[src/prwt_pkg.sv]
/*
 * Package for the periodic reset wake-up timer: register map, field positions,
 * reset values, mode encodings and bus carrier types.
 * Assumes a 32-bit AXI4-Lite register bus and one 25 MHz clock.
 */
package prwt_pkg;

	// -----------------------------------------------------------------
	// Register map
	// -----------------------------------------------------------------
	localparam logic [7:0] PRWT_ADDR_PERIODIC_RESET_CONTROL_STATUS = 8'h3a;
	localparam logic [7:0] PRWT_ADDR_WAKEUP_CONTROL_STATUS         = 8'h39;
	localparam logic [7:0] PRWT_IDX_PERIODIC_RESET_CONTROL_STATUS  = PRWT_ADDR_PERIODIC_RESET_CONTROL_STATUS;
	localparam logic [7:0] PRWT_IDX_WAKEUP_CONTROL_STATUS          = PRWT_ADDR_WAKEUP_CONTROL_STATUS;
	localparam logic [7:0] PRWT_IDX_MODE_CONTROL                   = 8'h40;
	localparam logic [7:0] PRWT_IDX_UNIT_STATUS                    = 8'h41;

	// -----------------------------------------------------------------
	// Field positions and reset values
	// -----------------------------------------------------------------
	localparam int         PRWT_FLAG_BIT        = 7;
	localparam int         PRWT_CLEAR_BIT       = 6;
	localparam int         PRWT_INTERVAL_MSB    = 5;
	localparam int         PRWT_INTERVAL_W      = 6;
	localparam logic [5:0] PRWT_INTERVAL_RESET  = 6'h3f;
	localparam logic [5:0] PRWT_PRESCALE_RESET  = 6'h3f;
	localparam logic [1:0] PRWT_AXI_OKAY        = 2'h0;
	localparam logic [1:0] PRWT_AXI_DECERR      = 2'h3;

	// -----------------------------------------------------------------
	// Power modes
	// -----------------------------------------------------------------
	typedef enum logic [1:0] {
		PRWT_MODE_RUN_WAIT,
		PRWT_MODE_LIGHT_STOP,
		PRWT_MODE_DEEP_STOP
	} prwt_mode_t;

	// Events presented to the CPU core, reset and interrupt logic.
	typedef struct packed {
		logic wakeup_irq;
		logic periodic_reset;
		logic clock_restart;
		logic deep_stop_por_exit;
		logic deep_stop_por_only;
	} prwt_event_t;

endpackage

[src/prwt_timer.sv]
/*
 * Periodic reset wake-up timer: prescaler, wake-up interval counter and
 * periodic reset counter behind an AXI4-Lite slave.
 * Assumes the slow tick, power mode and debug state come from logic on aclk;
 * the tick is one aclk cycle wide per slow clock period.
 */
// Design decision made here: the AXI4-Lite slave port.
`timescale 1ns/10ps


module prwt_timer
	import prwt_pkg::*;
#(
	parameter int INTERVAL_W = 6
) (
	// Clock and resets
	input  wire logic                 aclk,
	input  wire logic                 aresetn,
	input  wire logic                 por_n,
	// AXI4-Lite write address
	input  wire logic                 s_axi_awvalid,
	output logic                      s_axi_awready,
	input  wire logic [7:0]           s_axi_awaddr,
	// AXI4-Lite write data
	input  wire logic                 s_axi_wvalid,
	output logic                      s_axi_wready,
	input  wire logic [31:0]          s_axi_wdata,
	input  wire logic [3:0]           s_axi_wstrb,
	// AXI4-Lite write response
	output logic                      s_axi_bvalid,
	input  wire logic                 s_axi_bready,
	output logic [1:0]                s_axi_bresp,
	// AXI4-Lite read
	input  wire logic                 s_axi_arvalid,
	output logic                      s_axi_arready,
	input  wire logic [7:0]           s_axi_araddr,
	output logic                      s_axi_rvalid,
	input  wire logic                 s_axi_rready,
	output logic [31:0]               s_axi_rdata,
	output logic [1:0]                s_axi_rresp,
	// System side
	input  wire logic                 slow_tick,
	input  wire prwt_pkg::prwt_mode_t power_mode,
	input  wire logic                 debug_active,
	input  wire logic                 interrupt_unmask_instruction,
	output prwt_pkg::prwt_event_t     events
);
	import prwt_pkg::*;

	// -----------------------------------------------------------------
	// State
	// -----------------------------------------------------------------
	logic                  periodic_reset_flag;
	logic                  wakeup_flag;
	logic [INTERVAL_W-1:0] reset_interval_count;
	logic [INTERVAL_W-1:0] wakeup_interval_count;
	logic [5:0]            wakeup_prescale_divider;
	logic [5:0]            prescale_cnt;
	logic [INTERVAL_W-1:0] wakeup_cnt;
	logic [INTERVAL_W-1:0] reset_cnt;
	logic                  deep_wake_pending;
	logic                  aw_held;
	logic                  w_held;
	logic [7:0]            aw_addr;
	logic [31:0]           w_data;
	logic [3:0]            w_strb;
	logic                  wr_fire;
	logic                  run;
	logic                  prescale_done;
	logic                  wakeup_event;
	logic                  reset_event;
	logic                  restart;
	logic [INTERVAL_W-1:0] wr_reset_iv;
	logic [INTERVAL_W-1:0] wr_wake_iv;
	logic                  wr_reset_reg;
	logic                  wr_wake_reg;
	logic                  reset_iv_change;
	logic                  wake_iv_change;

	// -----------------------------------------------------------------
	// AXI4-Lite write path
	// -----------------------------------------------------------------
	// Address and data may arrive in either order; each is held until both are present.
	// The response waits for both halves, so a lone address never commits a stale data word.
	assign s_axi_awready = !aw_held && !s_axi_bvalid;
	assign s_axi_wready  = !w_held && !s_axi_bvalid;
	assign wr_fire       = aw_held && w_held && !s_axi_bvalid;

	always_ff @(posedge aclk) begin
		if (!aresetn) begin
			aw_held <= 1'b0;
			w_held  <= 1'b0;
			aw_addr <= 8'h00;
			w_data  <= 32'h0000_0000;
			w_strb  <= 4'h0;
		end else begin
			if (s_axi_awvalid && s_axi_awready) begin
				aw_held <= 1'b1;
				aw_addr <= s_axi_awaddr;
			end else if (wr_fire) begin
				aw_held <= 1'b0;
			end
			if (s_axi_wvalid && s_axi_wready) begin
				w_held <= 1'b1;
				w_data <= s_axi_wdata;
				w_strb <= s_axi_wstrb;
			end else if (wr_fire) begin
				w_held <= 1'b0;
			end
		end
	end

	always_ff @(posedge aclk) begin
		if (!aresetn) begin
			s_axi_bvalid <= 1'b0;
			s_axi_bresp  <= PRWT_AXI_OKAY;
		end else if (wr_fire) begin
			s_axi_bvalid <= 1'b1;
			s_axi_bresp  <= (aw_addr[7:2] == PRWT_IDX_PERIODIC_RESET_CONTROL_STATUS[5:0]
				|| aw_addr[7:2] == PRWT_IDX_WAKEUP_CONTROL_STATUS[5:0]
				|| aw_addr[7:2] == PRWT_IDX_MODE_CONTROL[5:0]
				|| aw_addr[7:2] == PRWT_IDX_UNIT_STATUS[5:0]) ? PRWT_AXI_OKAY : PRWT_AXI_DECERR;
		end else if (s_axi_bready) begin
			s_axi_bvalid <= 1'b0;
		end
	end

	// Word addresses are four times the printed index; only the low six index bits decode.
	assign wr_reset_reg    = wr_fire && w_strb[0] && aw_addr[1:0] == 2'h0
		&& aw_addr[7:2] == PRWT_IDX_PERIODIC_RESET_CONTROL_STATUS[5:0];
	assign wr_wake_reg     = wr_fire && w_strb[0] && aw_addr[1:0] == 2'h0
		&& aw_addr[7:2] == PRWT_IDX_WAKEUP_CONTROL_STATUS[5:0];
	assign wr_reset_iv     = w_data[INTERVAL_W-1:0];
	assign wr_wake_iv      = w_data[INTERVAL_W-1:0];
	// An all-zero write is refused while the other interval is already zero.
	// A refused write still answers OKAY; software reads back to learn that the old value was kept.
	assign reset_iv_change = wr_reset_reg && wr_reset_iv != reset_interval_count
		&& !(wr_reset_iv == '0 && wakeup_interval_count == '0);
	assign wake_iv_change  = wr_wake_reg && wr_wake_iv != wakeup_interval_count
		&& !(wr_wake_iv == '0 && reset_interval_count == '0);
	assign restart         = reset_iv_change || wake_iv_change;

	// -----------------------------------------------------------------
	// Control registers
	// -----------------------------------------------------------------
	always_ff @(posedge aclk) begin
		if (!aresetn) begin
			reset_interval_count  <= INTERVAL_W'(PRWT_INTERVAL_RESET);
			wakeup_interval_count <= INTERVAL_W'(PRWT_INTERVAL_RESET);
		end else begin
			if (reset_iv_change) begin
				reset_interval_count <= wr_reset_iv;
			end
			if (wake_iv_change) begin
				wakeup_interval_count <= wr_wake_iv;
			end
		end
	end

	// Divider value set at the mode control word; a zero wake-up interval forces it to full scale.
	always_ff @(posedge aclk) begin
		if (!aresetn) begin
			wakeup_prescale_divider <= PRWT_PRESCALE_RESET;
		end else if (wr_fire && w_strb[0] && aw_addr[7:2] == PRWT_IDX_MODE_CONTROL[5:0]) begin
			wakeup_prescale_divider <= w_data[5:0];
		end else if (wake_iv_change && wr_wake_iv == '0) begin
			wakeup_prescale_divider <= PRWT_PRESCALE_RESET;
		end
	end

	// The periodic reset flag survives aresetn; only power-on reset clears it.
	// The set wins over an acknowledge that lands in the same cycle.
	always_ff @(posedge aclk) begin
		if (!por_n) begin
			periodic_reset_flag <= 1'b0;
		end else if (reset_event) begin
			periodic_reset_flag <= 1'b1;
		end else if (wr_reset_reg && w_data[PRWT_CLEAR_BIT]) begin
			periodic_reset_flag <= 1'b0;
		end
	end

	always_ff @(posedge aclk) begin
		if (!aresetn) begin
			wakeup_flag <= 1'b0;
		end else if (wakeup_event) begin
			wakeup_flag <= 1'b1;
		end else if (wr_wake_reg && w_data[PRWT_CLEAR_BIT]) begin
			wakeup_flag <= 1'b0;
		end
	end

	// -----------------------------------------------------------------
	// Counters
	// -----------------------------------------------------------------
	// Debug holds every count; nothing is cleared, so counting resumes in place.
	// The wake-up period is the only clock of the reset counter, so a disabled wake-up also stops resets.
	assign run           = !debug_active;
	assign prescale_done = run && slow_tick && prescale_cnt >= wakeup_prescale_divider;
	assign wakeup_event  = prescale_done && wakeup_interval_count != '0
		&& wakeup_cnt + 1'b1 >= wakeup_interval_count;
	assign reset_event   = wakeup_event && reset_interval_count != '0
		&& reset_cnt + 1'b1 >= reset_interval_count;

	// A restart wins over a tick in the same cycle, so a new interval always counts from zero.
	always_ff @(posedge aclk) begin
		if (!aresetn || restart) begin
			prescale_cnt <= 6'h00;
			wakeup_cnt   <= '0;
			reset_cnt    <= '0;
		end else if (run && slow_tick) begin
			prescale_cnt <= prescale_done ? 6'h00 : prescale_cnt + 6'h01;
			if (prescale_done) begin
				wakeup_cnt <= wakeup_event ? '0 : wakeup_cnt + 1'b1;
			end
			if (wakeup_event) begin
				reset_cnt <= reset_event ? '0 : reset_cnt + 1'b1;
			end
		end
	end

	// -----------------------------------------------------------------
	// Mode-dependent system events
	// -----------------------------------------------------------------
	// A deep-stop wake-up is remembered across the power-on exit until software unmasks.
	// Deep stop is left through a power-on sequence, so no periodic reset pulse is sent there.
	always_ff @(posedge aclk) begin
		if (!por_n) begin
			deep_wake_pending <= 1'b0;
		end else if (wakeup_event && power_mode == PRWT_MODE_DEEP_STOP) begin
			deep_wake_pending <= 1'b1;
		end else if (interrupt_unmask_instruction) begin
			deep_wake_pending <= 1'b0;
		end
	end

	always_ff @(posedge aclk) begin
		if (!aresetn) begin
			events <= '0;
		end else begin
			events.wakeup_irq         <= (wakeup_event && power_mode != PRWT_MODE_DEEP_STOP)
				|| (deep_wake_pending && interrupt_unmask_instruction);
			events.periodic_reset     <= reset_event && power_mode != PRWT_MODE_DEEP_STOP;
			events.clock_restart      <= (wakeup_event || reset_event)
				&& power_mode == PRWT_MODE_LIGHT_STOP;
			events.deep_stop_por_exit <= (wakeup_event || reset_event)
				&& power_mode == PRWT_MODE_DEEP_STOP;
			events.deep_stop_por_only <= reset_event && power_mode == PRWT_MODE_DEEP_STOP;
		end
	end
	// Programmed intervals sit on aresetn, so the resets this unit causes return them to 63.

	// -----------------------------------------------------------------
	// AXI4-Lite read path
	// -----------------------------------------------------------------
	// One read at a time: the address channel stays closed while read data waits for the master.
	assign s_axi_arready = !s_axi_rvalid;

	always_ff @(posedge aclk) begin
		if (!aresetn) begin
			s_axi_rvalid <= 1'b0;
			s_axi_rdata  <= 32'h0000_0000;
			s_axi_rresp  <= PRWT_AXI_OKAY;
		end else if (s_axi_arvalid && s_axi_arready) begin
			s_axi_rvalid <= 1'b1;
			s_axi_rresp  <= PRWT_AXI_OKAY;
			s_axi_rdata  <= 32'h0000_0000;
			case (s_axi_araddr[7:2])
				PRWT_IDX_PERIODIC_RESET_CONTROL_STATUS[5:0]: begin
					// Clear bit always reads zero.
					s_axi_rdata <= {24'h00_0000, periodic_reset_flag, 1'b0,
						6'(reset_interval_count)};
				end
				PRWT_IDX_WAKEUP_CONTROL_STATUS[5:0]: begin
					s_axi_rdata <= {24'h00_0000, wakeup_flag, 1'b0, 6'(wakeup_interval_count)};
				end
				PRWT_IDX_MODE_CONTROL[5:0]: begin
					s_axi_rdata <= {26'h000_0000, wakeup_prescale_divider};
				end
				PRWT_IDX_UNIT_STATUS[5:0]: begin
					s_axi_rdata <= {24'h00_0000, 2'h0, 6'(reset_cnt)};
				end
				default: begin
					s_axi_rresp <= PRWT_AXI_DECERR;
				end
			endcase
		end else if (s_axi_rready) begin
			s_axi_rvalid <= 1'b0;
		end
	end

	// -----------------------------------------------------------------
	// Checks
	// -----------------------------------------------------------------
	// Flag checks are gated by power-on reset only, since the flag ignores the bus reset.
	property p_flag_set;
		@(posedge aclk) disable iff (!por_n) reset_event |=> periodic_reset_flag;
	endproperty
	a_flag_set: assert property (p_flag_set) else $error("reset flag not set");

	property p_flag_write;
		@(posedge aclk) disable iff (!por_n)
			(wr_reset_reg && !w_data[PRWT_CLEAR_BIT] && !reset_event) |=> $stable(periodic_reset_flag);
	endproperty
	a_flag_write: assert property (p_flag_write) else $error("flag changed by write");

	property p_flag_clear;
		@(posedge aclk) disable iff (!por_n)
			(wr_reset_reg && w_data[PRWT_CLEAR_BIT] && !reset_event) |=> !periodic_reset_flag;
	endproperty
	a_flag_clear: assert property (p_flag_clear) else $error("flag not cleared");

	property p_flag_keep;
		@(posedge aclk) disable iff (!por_n) (!aresetn && periodic_reset_flag) |=> periodic_reset_flag;
	endproperty
	a_flag_keep: assert property (p_flag_keep) else $error("flag lost on reset");

	property p_interval_reset;
		@(posedge aclk) !aresetn |=> reset_interval_count == INTERVAL_W'(PRWT_INTERVAL_RESET);
	endproperty
	a_interval_reset: assert property (p_interval_reset) else $error("interval not 63");

	property p_no_both_zero;
		@(posedge aclk) disable iff (!aresetn)
			!(reset_interval_count == '0 && wakeup_interval_count == '0);
	endproperty
	a_no_both_zero: assert property (p_no_both_zero) else $error("both intervals zero");

	property p_same_value;
		@(posedge aclk) disable iff (!aresetn)
			(wr_reset_reg && wr_reset_iv == reset_interval_count && !wake_iv_change) |-> !restart;
	endproperty
	a_same_value: assert property (p_same_value) else $error("restart on same value");

	property p_freeze;
		@(posedge aclk) disable iff (!aresetn)
			(debug_active && !restart) |=> $stable(prescale_cnt) && $stable(reset_cnt);
	endproperty
	a_freeze: assert property (p_freeze) else $error("count moved in debug");

	property p_deep_por;
		@(posedge aclk) disable iff (!aresetn)
			(reset_event && power_mode == PRWT_MODE_DEEP_STOP) |=> events.deep_stop_por_exit
				&& !events.periodic_reset;
	endproperty
	a_deep_por: assert property (p_deep_por) else $error("deep stop exit wrong");

endmodule

[config.mk]
export PLATFORM = sky130hd
export DESIGN_NAME = prwt_timer
export DESIGN_NICKNAME = d
export VERILOG_FILES = /design/src/prwt_pkg.sv /design/src/prwt_timer.sv
export SDC_FILE = /design/constraint.sdc
export NUM_CORES = 1
export LEC_CHECK = 0
export ABC_AREA = 0
export BUFFER_PORTS_ARGS = -buffer_cell sky130_fd_sc_hd__buf_2
export CAP_MARGIN = 20
export CORE_ASPECT_RATIO = 0.6
export CORE_MARGIN = 1
export CORE_UTILIZATION = 45
export DETAILED_ROUTE_END_ITERATION = 16
export HOLD_SLACK_MARGIN = 0.06
export PLACE_DENSITY = 0.71
export RECOVER_POWER = 50
export SLEW_MARGIN = 40
export SYNTH_ARGS = -nofsm -noshare
export SYNTH_HDL_FRONTEND = slang
export SYNTH_SLANG_ARGS = --single-unit
[constraint.sdc]
create_clock -name aclk -period 3.75 [get_ports aclk]
set_input_delay 0.1875 -clock aclk [delete_from_list [all_inputs] [get_ports aclk]]
set_output_delay 0.1875 -clock aclk [all_outputs]
set_load 0.01 [all_outputs]
# ---- Yosys cells after proc, flatten, opt, wreduce, memory -nomap -nowiden
# Index checks and enable logic that the tools add are counted.
dict set report word_totals {
  register_bits 100
  out_inout_bits 46
  elab_cells 130
  inputBits 65
}
dict set report op_classes {
  n_mux 21
  magnitude_cmp 3
  add_sub_neg 3
  eq_ne 11
  n_reduce_logical 68
}
# operator count
set op_table {}
lappend op_table {{logical AND 1 bit} 34}
lappend op_table {{case mux 8 bit (4 select lines)} 1}
lappend op_table {{zero test 6 bit} 5}
lappend op_table {{two-way mux 6 bit} 5}
lappend op_table {{equality test 6 bit, second input constant} 4}
lappend op_table {{adder 6 x 1 -> 6 bit, second input constant} 3}
lappend op_table {{greater-or-equal comparator 6 bit} 3}
lappend op_table {{nonzero test 2 bit} 8}
lappend op_table {{two-way mux 1 bit} 13}
lappend op_table {{equality test 6 x 1 -> 1 bit, second input constant} 2}
lappend op_table {{!= test 6 bit} 2}
lappend op_table {{nonzero test 6 bit} 2}
lappend op_table {{zero test 1 bit} 8}
lappend op_table {{logical OR 1 bit} 7}
lappend op_table {{two-way mux 2 bit} 2}
lappend op_table {{AND reduction 2 bit} 2}
lappend op_table {{OR reduction 4 bit} 1}
lappend op_table {{equality test 2 x 1 -> 1 bit, second input constant} 1}
lappend op_table {{equality test 2 bit, second input constant} 1}
lappend op_table {{zero test 2 bit} 1}
lappend op_table {{!= test 2 bit, second input constant} 1}

# ---- Depth between registers and ports, before layout
# Gate-level depths: netlist (run 1).
dict set report logic_depth {
  ltp_word 10
  mapped_depth 11
}

# ---- Worst setup path before layout (run 1)
# Ideal clock, no wire load.
dict set report synth_timing {
  path_type {register -> register}
  start {register wakeup_cnt[0]}
  end {register wakeup_cnt[2]}
  slack_ns 1.445
  stages_incl_launch_ff 11
  setup_ns 0.070
  path_buffers 0
  t_required_ns 3.680
  arrival_ns 2.235
  path_cell_list {dfxtp_1 -> ha_1 -> nand3_1 -> xnor2_1 -> ha_1 -> a21o_1 -> a21oi_1 -> o21ai_1 -> a211oi_1 -> nand3b_1 -> a21oi_1}
}
dict set report synth_between {
  elab_chain_cells 4
}
# element line
set synth_lines {}
lappend synth_lines {{start, declared} prwt_timer.sv:59} ;# logic [INTERVAL_W-1:0] wakeup_cnt;
lappend synth_lines {{start signal, assigned} prwt_timer.sv:214} ;# wakeup_cnt <= wakeup_event ? '0 : wakeup_cnt + 1'b1;
lappend synth_lines {{adder 6 x 1 -> 6 bit *} {prwt_timer.sv:201, prwt_timer.sv:214}}
lappend synth_lines {{greater-or-equal comparator 6 bit} prwt_timer.sv:201} ;# && wakeup_cnt + 1'b1 >= wakeup_interval_count;
lappend synth_lines {{logical AND 1 bit} prwt_timer.sv:201}
lappend synth_lines {{two-way mux 6 bit *} prwt_timer.sv:214}
# Mark *: on every way between the ends. The rest lies on a longest branch, timed or not.
# A chain may end at the register's enable or synchronous reset.

# ---- Worst setup path after layout (run 1)
dict set report layout_timing {
  start {register wakeup_cnt[0]}
  end {register reset_cnt[3]}
}
dict set report layout_between {
  elab_chain_cells 6
  word_cells_on_any_way 7
}
# element line
set layout_lines {}
lappend layout_lines {{adder 6 x 1 -> 6 bit *} prwt_timer.sv:201}
lappend layout_lines {{greater-or-equal comparator 6 bit *} prwt_timer.sv:201}
lappend layout_lines {{logical AND 1 bit *} prwt_timer.sv:201}
lappend layout_lines {{logical AND 1 bit} prwt_timer.sv:202} ;# assign reset_event = wakeup_event && reset_interval_count != '0
lappend layout_lines {{logical AND 1 bit} prwt_timer.sv:203} ;# && reset_cnt + 1'b1 >= reset_interval_count;
lappend layout_lines {{two-way mux 6 bit} prwt_timer.sv:217} ;# reset_cnt <= reset_event ? '0 : reset_cnt + 1'b1;
lappend layout_lines {{end signal, assigned} prwt_timer.sv:217}
lappend layout_lines {{end, declared} prwt_timer.sv:60} ;# logic [INTERVAL_W-1:0] reset_cnt;
# Marked as above.

==> summary.md, run 1 <==
| Metric | Value |
|---|---|
| Routed wire per std cell | `roughly 15 um` |
| Slowest stage cell, crit path | `or4_1` |
| Status | `finished clean` |
| Critical path class | `flip-flop to flip-flop` |
| Dpl hpwl | `7.088 mm` |
| CP peak stage delay | `about 0.59 ns` |
| Post-synthesis cell type count | `49` |
| Die W | `~120 um` |
| Buffers & Inverters on Critical Path | `0` |
| M2 GR Usage | `0.3421` |
| Setup crit start kind | `flip-flop` |
| Starting Density | `0.4788` |
| DR vias/cell | `about 5.3` |
| WHS | `~0.074 ns` |
| # fillers | `772` |
| Gates resized, CTS repair | `0` |
| VDD IR max | `~0.29 mV` |
| First-pass GRT wire length | `approximately 15 mm` |
| DRT antenna net count | `0` |
| Max-slew violations | `0` |
| Register area | `~0.0015 mm^2` |
| Nets@finish | `600` |
| Routability cong. | `between 0.8 and 0.9` |
| Antenna Cells | `0` |
| CTS tree | `built` |
| Worst EP arrival | `around 3.1 ns` |
| Buffers on Ports | `55` |
| GRT overflow | `0` |
| Final Hold Vio Count | `0` |
| Clock buffer depth | `2` |
| Slew margin rel. | `0.06201` |
| Async SR Flop Fraction | `0` |
| Max-Cap Viols | `0` |
| EDFF count, synth | `0` |
| Row Count | `25` |
| GRT Util Overall | `0.2241` |
| Clk slew on worst S/H paths | `around 0.050 ns` |
| Clock sink total | `73` |
| Clock latency on the worst-skew pair | `about 0.34 ns` |
| Post-Synthesis Cells | `approximately 460` |
| Core Box Area | `0.008102 mm^2` |
| Hold Crit Class | `primary input to flip-flop` |
| Register area share after synthesis | `0.3768` |
| Critical path capture point type | `flip-flop` |
| Met3 Track Usage GR | `0.06832` |
| Initial antenna violation count | `0` |
| Layout cells sized above 1 | `0.1122` |
| I/O pin count | `roughly 110` |
| Die Span Y | `~74 um` |
| Design area | `0.004387 mm^2` |
| Max Freq | `between 300 and 400 MHz` |
| DRT Pass-1 Iters | `4` |
| Area of the multi-input gates | `between 0.002 and 0.0025 mm^2` |
| CTS root buffer | `clkbuf_16` |
| Worst slew pin tran | `between 1 and 1.5 ns` |
| Iteration-0 DRC count of the detailed router | `269` |
| Period utilization | `0.7465` |
| DRC viols | `0` |
| Vias in the first global route | `roughly 3100` |
| Top FF cell, synth | `dfxtp_1` |
| RSZ-0062 raised after global routing | `false` |
| Worst-path fanout max | `9` |
| #FFs+latches synth | `73` |
| # H-tree levels | `3` |
| Grt met1 use | `0.3056` |
| Skew final | `~0.0055 ns` |
| Vias | `about 3300` |
| Warnings from Yosys | `0` |
| Area Overhead vs Synth | `13.10%` |
| Largest net degree at the start of global routing | `34` |
| Mean Syn Cell Area | `~8.4 um^2` |
| Final setup fails | `0` |
| Cell Pwr Density | `around 410 mW/mm^2` |
| Hold bufs inserted after CTS | `2` |
| Period minus WS final | `2.799 ns` |
| Crit path required time | `4.00 ns` |
| Post-CTS setup buffer count | `0` |
| P_leak | `a little under 2 nW` |
| Die area | `around 0.0090 mm^2` |
| CP cell instances | `ha_1 > nand3_1 > xnor2_1 > ha_1 > a21o_1 > a21oi_1 > o21ai_1 > nand4bb_1 > or4_1 > a21oi_1` |
| Synthesized area | `0.003879 mm^2` |
| DP Area | `between 0.004 and 0.005 mm^2` |
| TNS Setup | `0 ns` |
| Core Util, Final | `0.5415` |
| Layer with the highest usage | `met2` |
| Top delay family on crit path | `simple AND/OR/NAND/NOR gates` |
| WL final | `about 9.4 mm` |
| CTS buffer count | `9` |
[layer usage]
| layer | part of all wire | wire length [um] | vias up |
|---|---|---|---|
| met4 | 0.010 | 97 | 0 |
| met2 | 0.43 | 4027 | 99 |
| li1 | - | - | 1655 |
| met5 | 0 | 0 | - |
| met1 | 0.49 | 4600 | 1524 |
| met3 | 0.072 | 682 | 9 |
[layout by cell type, fill, tap and decap left out, types with 3 or more instances in the layout]
| cell | synthesis | layout |
|---|---|---|
| a21o_1 | 5 | 5 |
| a21oi_1 | 38 | 38 |
| a22oi_1 | 17 | 17 |
| and2_1 | 4 | 4 |
| and3_1 | 3 | 3 |
| buf_2 | 5 | 33 |
| clkbuf_1 | 12 | 24 |
| clkbuf_16 | 0 | 9 |
| conb_1 | 1 | 25 |
| dfxtp_1 | 73 | 73 |
| ha_1 | 21 | 21 |
| inv_1 | 20 | 20 |
| mux2i_1 | 9 | 9 |
| nand2_1 | 75 | 75 |
| nand2b_1 | 6 | 6 |
| nand3_1 | 16 | 16 |
| nand4_1 | 4 | 4 |
| nand4b_1 | 3 | 3 |
| nor2_1 | 26 | 26 |
| nor2b_1 | 5 | 5 |
| nor3_1 | 7 | 7 |
| nor3b_1 | 2 | 3 |
| nor4_1 | 5 | 5 |
| o21ai_0 | 15 | 15 |
| o21ai_1 | 10 | 10 |
| o22a_1 | 5 | 5 |
| xnor2_1 | 14 | 14 |
| xor2_1 | 10 | 10 |
[cell families (layout without fill, tap and decap cells)]
| kind of cell | after synthesis | after routing | synth area share |
|---|---|---|---|
| buf+inv | 66 | 95 | 0.09354 |
| simple gates | 170 | 170 | 0.2245 |
| other cells | 1 | 25 | 0.0009668 |
| fa+ha+maj | 21 | 21 | 0.06774 |
| compound gates | 100 | 100 | 0.1590 |
| mux | 9 | 9 | 0.02323 |
| flops | 73 | 73 | 0.3768 |
| xor+xnor | 24 | 24 | 0.05419 |
[flip-flops by register name, summed over array words and instances, names as in the netlist, 5 cells and up]
register / flops
aw_addr: 8
events: 5
prescale_cnt: 6
reset_cnt: 6
reset_interval_count: 6
s_axi_rdata: 7
w_data: 7
wakeup_cnt: 6
wakeup_interval_count: 6
wakeup_prescale_divider: 6
[metrics by stage]
step                setup slack [ns]   power, W  std cells
floorplan                      1.445  0.0009448        488
detailed placement            0.9628  0.0009705        609
finish                        0.9507   0.001794        625
global route                  0.6898   0.001868        625
CTS                           0.9417   0.001810        625
global placement               1.059  0.0009651        609
[synth_stat cells (2+ instances only)]
cell | instances | share of area
buf_2 | 5 | 0.0065
dfxtp_1 | 73 | 0.38
or4_1 | 2 | 0.0039
and3_1 | 3 | 0.0048
nand2_1 | 75 | 0.073
nand4b_1 | 3 | 0.0068
a31oi_1 | 2 | 0.0032
o21ai_0 | 15 | 0.019
xnor2_1 | 14 | 0.032
nor2_1 | 26 | 0.025
nor3b_2 | 2 | 0.0065
nor2b_1 | 5 | 0.0081
a21oi_1 | 38 | 0.049
nand4_1 | 4 | 0.0065
nand2b_1 | 6 | 0.0097
a21o_1 | 5 | 0.0097
nor3b_1 | 2 | 0.0039
and2_1 | 4 | 0.0065
o21ai_1 | 10 | 0.013
ha_1 | 21 | 0.068
a211oi_1 | 2 | 0.0039
nand3_1 | 16 | 0.021
xor2_1 | 10 | 0.023
clkbuf_1 | 12 | 0.012
inv_1 | 20 | 0.019
mux2i_1 | 9 | 0.023
o22a_1 | 5 | 0.011
and4bb_2 | 2 | 0.0065
buf_4 | 27 | 0.052
nor3_1 | 7 | 0.0090
a22oi_1 | 17 | 0.033
nor4_1 | 5 | 0.0081
[path summary, 6_finish.rpt]
path	slack, ns	end	depth (start not counted)	start
setup / recovery	0.95	reset_cnt[3]	10	wakeup_cnt[0]
hold / removal	0.07	deep_wake_pending	2	por_n
setup reg to reg	0.95	reset_cnt[3]	10	wakeup_cnt[0]
hold reg to reg	0.46	events[4]	2	deep_wake_pending
[area by class of cell]
class	count	area share
multi-input combinational	349	0.4877
timing repair buffer	60	0.06532
clock buffer	11	0.05533
sequential	73	0.3331
clock inverter	3	0.009698
inverter	21	0.01797
tap	108	0.03080
[where the power goes]
group          switching (W)  leakage [nW]  total, W  internal [W]
clock network       0.000315         0.137  0.000839      0.000524
registers          0.0000251         0.593  0.000820      0.000795
logic              0.0000836          1.21  0.000135     0.0000512
Power figures use the tool's default switching activity.
==> inputs of run 2 (changes only) <==
- ABC_AREA: 0 -> 1
- PLACE_DENSITY: 0.71 -> 0.73
- clock period: 3.75 -> 2.5 ns (I/O delays scaled with it)
==> run 2 against run 1 <==
Wire length grew 7.9%. Combinational power grew 91%. Sequential share of layout area shrank 3.3 points. Critical endpoint is now reset_cnt[4]. Core utilization grew 1.6 points. Clock skew grew 0.0025 ns. Register-to-register slack lost 0.71 ns.
==> summary.md, run 2 <==
| Metric | Value |
|---|---|
| Top delay family on crit path | `simple AND/OR/NAND/NOR gates` |
| Buffers on Ports | `55` |
| Post-synthesis cell type count | `38` |
| Buffers & Inverters on Critical Path | `0` |
| TNS Setup | `0 ns` |
| Metal3 WL | `approximately 820 um` |
| # fillers | `~850` |
| Core Box Area | `roughly 0.0088 mm^2` |
| Routability cong. | `approximately 0.90` |
| Clock sink total | `between 70 and 80` |
| Max-slew violations | `0` |
| VDD IR max | `0.5031 mV` |
| Area leader, netlist | `dfxtp_1` |
| CTS buffer count | `9` |
| Largest net degree at the start of global routing | `28` |
| Dpl hpwl | `between 7 and 8 mm` |
| # H-tree levels | `3` |
| Area Overhead vs Synth | `16.71%` |
| Met1 wire length | `5.056 mm` |
| Most frequent cells in the layout | `nand2_1 (150), dfxtp_1 (72), inv_1 (68)` |
| RSZ-0062 raised after global routing | `false` |
| Layout cells sized above 1 | `0.1420` |
| Top FF cell, synth | `dfxtp_1` |
| DRC viols | `0` |
| Starting Density | `0.4774` |
| Critical path class | `flip-flop to flip-flop` |
| GRT Util Overall | `0.2188` |
| Register area share after synthesis | `0.3498` |
| Final Hold Vio Count | `0` |
| Status | `finished clean` |
| Die W | `126.4 um` |
| Crit path required time | `between 2 and 3 ns` |
| Hold Crit Class | `primary input to flip-flop` |
| DR vias/cell | `between 5 and 6` |
| DP Area | `between 0.004 and 0.005 mm^2` |
| Period utilization | `0.9040` |
| Max Freq | `between 400 and 500 MHz` |
| CP peak stage delay | `0.43 ns` |
| Hold path depth | `3` |
| Dominant cells by area after synthesis | `dfxtp_1 (35%), nand2_1 (13%), ha_1 (6.3%)` |
| R2r worst-path depth | `10` |
| Worst EP arrival | `between 2 and 3 ns` |
| Async SR Flop Fraction | `0` |
| Most frequent cell after synthesis | `nand2_1` |
| Commonest non-fill, non-tap cell in the layout | `nand2_1` |
| Cell Pwr Density | `between 600 and 700 mW/mm^2` |
| CTS tree | `built` |
| WL met2 | `~4.2 mm` |
| Slew margin rel. | `0.6537` |
| Initial antenna violation count | `0` |
| GRT overflow | `0` |
| First-pass GRT wire length | `between 15 and 20 mm` |
| Dpl ws | `around 0.23 ns` |
| Design area | `0.004876 mm^2` |
| Setup crit start kind | `flip-flop` |
| Cell depth of the worst setup path | `10` |
| Clock latency on the worst-skew pair | `between 0.3 and 0.4 ns` |
| Die Span Y | `76.64 um` |
| Iteration-0 DRC count of the detailed router | `roughly 300` |
| Period minus WS final | `~2.3 ns` |
| Critical path capture point type | `flip-flop` |
| Core Util, Final | `0.5572` |
| Most flop-heavy register | `aw_addr` |
| Largest regs | `aw_addr: 8 flops, s_axi_rdata: 7 flops, w_data: 7 flops` |
| I/O pin count | `111` |
| CP cell instances | `nand3_1 > nor3_1 > xor2_1 > ha_1 > a21oi_1 > o21a_1 > nand2_1 > nand2_1 > nand3_1 > a21oi_2` |
| DRT antenna net count | `0` |
| Post-synth top area share | `0.3498` |
| R2R setup slack | `about 0.24 ns` |
| Worst slew pin tran | `0.5195 ns` |
| Row Count | `26` |
| Clk slew on worst S/H paths | `0.06 ns` |
| Worst-path fanout max | `8` |
| Vias in the first global route | `~3400` |
| Largest register FFs | `8` |
| Post-synth top cells | `nand2_1 (150), dfxtp_1 (73), inv_1 (68)` |
| Antenna Cells | `0` |
| Warnings from Yosys | `0` |
| Highest layer used for signal routing | `met4` |
| Nets@finish | `approximately 740` |
| Die area | `slightly below 0.01 mm^2` |
| WL final | `10.15 mm` |
| Mean Syn Cell Area | `just over 7 um^2` |
| Routed wire per std cell | `about 13 um` |
| DRT Pass-1 Iters | `5` |
| Post-Synthesis Cells | `approximately 580` |
| Post-route setup slack | `0.2400 ns` |
| Clock buffer depth | `2` |
| CTS root buffer | `clkbuf_16` |
| P_leak | `2.493 nW` |
| Final setup fails | `0` |
| Skew final | `around 0.008 ns` |
| EDFF count, synth | `0` |
| Max-Cap Viols | `0` |
| Slowest stage cell, crit path | `dfxtp_1` |
| #FFs+latches synth | `73` |
| Vias | `~3900` |
| Synthesized area | `about 0.0042 mm^2` |
[run 2: timing repair]
| item | in CTS | in global routing |
|---|---|---|
| setup buffers | 0 | 0 |
| resized for setup | 0 | 2 |
| endpoints found under the hold margin | 12 | 0 |
| hold buffers | 13 | 0 |
| endpoints found under the setup margin | 0 | 3 |
[run 2: area by class of cell]
cell class / instances / area, um^2 / share of cell area
Clock buffer: 9 / 225.2 / 0.04619
Clock inverter: 7 / 118.9 / 0.02438
Inverter: 77 / 290.3 / 0.05953
Multi-Input combinational cell: 420 / 2252 / 0.4619
Sequential cell: 73 / 1463 / 0.3000
Tap cell: 112 / 140.1 / 0.02874
Timing Repair Buffer: 69 / 386.6 / 0.07929
[run 2: logic make-up after synthesis]
logic type / synth area share
AND/OR/NAND/NOR: 0.2920
buffers and inverters: 0.1360
AO/OA/AOI/OAI: 0.1354
flip-flops: 0.3498
adder cells (fa/ha/maj): 0.06289
XOR/XNOR: 0.02306
other: 0.0008976
[run 2: where the power goes]
| part | internal [W] | switching, W | leakage (nW) |
|---|---|---|---|
| registers | 0.00120 | 0.0000293 | 0.594 |
| clock network | 0.000974 | 0.000506 | 0.162 |
| logic | 0.0000856 | 0.000172 | 1.74 |
[run 2: worst paths after layout]
check | startpoint | end
max | reset_cnt[0] | reset_cnt[4]
min | s_axi_wdata[0] | w_data[0]
max reg2reg | reset_cnt[0] | reset_cnt[4]
min reg2reg | deep_wake_pending | events[4]
[run 2: metrics by stage]
step | std cells | total power [W] | hold slack, ns
CTS | 766 | 0.002986 | 0.06030
floorplan | 608 | 0.001444 | 0.2035
global route | 767 | 0.003081 | 0.08660
finish | 767 | 0.002966 | 0.06373
detailed placement | 737 | 0.001491 | 0.3175
global placement | 737 | 0.001481 | 0.3129
[run 2: worst min-delay path: stages]
cell	delay, ns
buf_2	0.07
o21ai_0	0.07
a21oi_1	0.10
[run 2: routing by layer]
metal / global-route usage / vias up
li1: - / 1974
met1: 0.3119 / 1758
met2: 0.3193 / 121
met3: 0.06039 / 11
met4: 0.06024 / 0
met5: 0 / -
==> inputs of run 3 (changes only) <==
- RECOVER_POWER: 50 -> 100
==> run 3 against run 2 <==
Die area stayed put. Cell count stayed put. Sequential share of layout area is 0.30 points higher. Wire length hardly changed. Critical path type unchanged. Highest routed layer unchanged. Clock power hardly changed. First-iteration DRC count is 4.0% lower. Non-clock buffer count stayed put.
==> summary.md, run 3 (synthesis gave the netlist of run 2 again) <==
| Metric | Value |
|---|---|
| Status | `finished clean` |
| Iteration-0 DRC count of the detailed router | `about 290` |
| CP peak stage delay | `around 0.42 ns` |
| Top delay family on crit path | `simple AND/OR/NAND/NOR gates` |
| Antenna Cells | `0` |
| Commonest non-fill, non-tap cell in the layout | `nand2_1` |
| CTS root buffer | `clkbuf_16` |
| Hold Crit Class | `primary input to flip-flop` |
| DRT antenna net count | `0` |
| DR vias/cell | `5.013` |
| Buffers & Inverters on Critical Path | `0` |
| DRC viols | `0` |
| Routability cong. | `between 0.8 and 0.9` |
| GRT overflow | `0` |
| Largest register FFs | `8` |
| Starting Density | `0.4774` |
| VDD IR max | `approximately 0.50 mV` |
| Slew margin rel. | `0.6583` |
| Setup crit start kind | `flip-flop` |
| Final Hold Vio Count | `0` |
| Clk slew on worst S/H paths | `0.06 ns` |
| Most flop-heavy register | `aw_addr` |
| Initial antenna violation count | `0` |
| Period minus WS final | `between 2 and 2.5 ns` |
| Nets@finish | `around 740` |
| Crit path required time | `~2.8 ns` |
| Die W | `between 100 and 150 um` |
| Max Freq | `441.7 MHz` |
| Final setup fails | `0` |
| Max-slew violations | `0` |
| Die Span Y | `76.64 um` |
| WL final | `~10 mm` |
| Vias in the first global route | `about 3400` |
| Largest net degree at the start of global routing | `28` |
| Placed Instances | `~740` |
| Buffers on Ports | `55` |
| Area Overhead vs Synth | `15.57%` |
| Period utilization | `0.9057` |
| Dpl hpwl | `between 7 and 8 mm` |
| CP cell instances | `nand3_1 > nor3_1 > xor2_1 > ha_1 > a21oi_1 > o21a_1 > nand2_1 > nand2_1 > nand3_1 > a21oi_2` |
| Most frequent cells in the layout | `nand2_1 (150), dfxtp_1 (72), inv_1 (68)` |
| Core Box Area | `0.008751 mm^2` |
| Layout cells sized above 1 | `0.1267` |
| Row Count | `26` |
| I/O pin count | `111` |
| Routed wire per std cell | `13.23 um` |
| Skew final | `between 0.006 and 0.007 ns` |
| Vias | `3845` |
| Worst EP arrival | `between 2 and 3 ns` |
| P_leak | `2.480 nW` |
| Critical path capture point type | `flip-flop` |
| # H-tree levels | `3` |
| Fin cells | `about 770` |
| CTS buffer count | `9` |
| Critical path class | `flip-flop to flip-flop` |
| First-pass GRT wire length | `around 17 mm` |
| Clock latency on the worst-skew pair | `about 0.34 ns` |
| Core Util, Final | `0.5518` |
| Cell Pwr Density | `~610 mW/mm^2` |
| Worst-path fanout max | `8` |
| # fillers | `roughly 860` |
| GRT Util Overall | `0.2188` |
| TNS Setup | `0 ns` |
| CTS tree | `built` |
| Largest regs | `aw_addr: 8 flops, s_axi_rdata: 7 flops, w_data: 7 flops` |
| Clock sink total | `73` |
| Clock buffer depth | `2` |
| Worst slew pin tran | `between 0.5 and 0.6 ns` |
| RSZ-0062 raised after global routing | `false` |
| Die area | `a little under 0.01 mm^2` |
| DRT Pass-1 Iters | `5` |
| Max-Cap Viols | `0` |
| Slowest stage cell, crit path | `dfxtp_1` |
==> run 3: cell counts in the layout (fill, tap and decap cells not counted) <==
No cell type changed its count.
==> run 3: worst paths after layout <==
kind | startpoint | endpoint | slack [ns] | depth (start not counted)
min reg2reg | deep_wake_pending | deep_wake_pending | 0.46 | 2
min | s_axi_wdata[0] | w_data[0] | 0.06 | 3
max reg2reg | reset_cnt[0] | reset_cnt[4] | 0.24 | 10
max | reset_cnt[0] | reset_cnt[4] | 0.24 | 10
==> run 3: timing repair <==
| item | 4_1_cts | 5_1_grt |
|---|---|---|
| endpoints found under the hold margin | 12 | 0 |
| setup buffers | 0 | 0 |
| hold buffers | 13 | 0 |
| setup endpoints to repair | 0 | 3 |
| resized for setup | 0 | 2 |
==> run 3: report_power, final <==
group          leakage (nW)  switching [W]  internal (W)
Combinational          1.72       0.000169     0.0000851
Sequential            0.594      0.0000289       0.00120
Clock                 0.162       0.000503      0.000973
Total                  2.48       0.000701       0.00226
==> run 3: final cells by class <==
cell class                      count  area (um^2)  share of cell area
Inverter                           77        290.3             0.06012
Tap cell                          112        140.1             0.02902
Sequential cell                    73         1463              0.3029
Multi-Input combinational cell    420         2205              0.4566
Timing Repair Buffer               69        386.6             0.08007
Clock inverter                      7        118.9             0.02462
Clock buffer                        9        225.2             0.04664
==> run 3: through the flow <==
stage | instance area (um^2) | hold slack (ns) | power, W | setup WS (ns)
3_3_place_gp | 4413 | 0.3129 | 0.001481 | 0.3125
6_report | 4828 | 0.06267 | 0.002958 | 0.2359
2_1_floorplan | 4268 | 0.2035 | 0.001444 | 0.6050
5_1_grt | 4828 | 0.08659 | 0.003077 | 0.007868
3_5_place_dp | 4413 | 0.3175 | 0.001491 | 0.2336
4_1_cts | 4887 | 0.06030 | 0.002986 | 0.2130
==> run 3: per-layer routing <==
layer / up-vias / track usage / part of all wire
met5: - / 0 / 0
met4: 0 / 0.06024 / 0.0091
met3: 11 / 0.06039 / 0.076
met2: 123 / 0.3193 / 0.41
met1: 1743 / 0.3119 / 0.51
li1: 1968 / - / -
==> run 3: tightest hold or removal path, delay by kind of cell <==
kind / cells / cell delay, ns
AOI/OAI and AO/OA: 2 / 0.17
buffers and inverters: 1 / 0.07
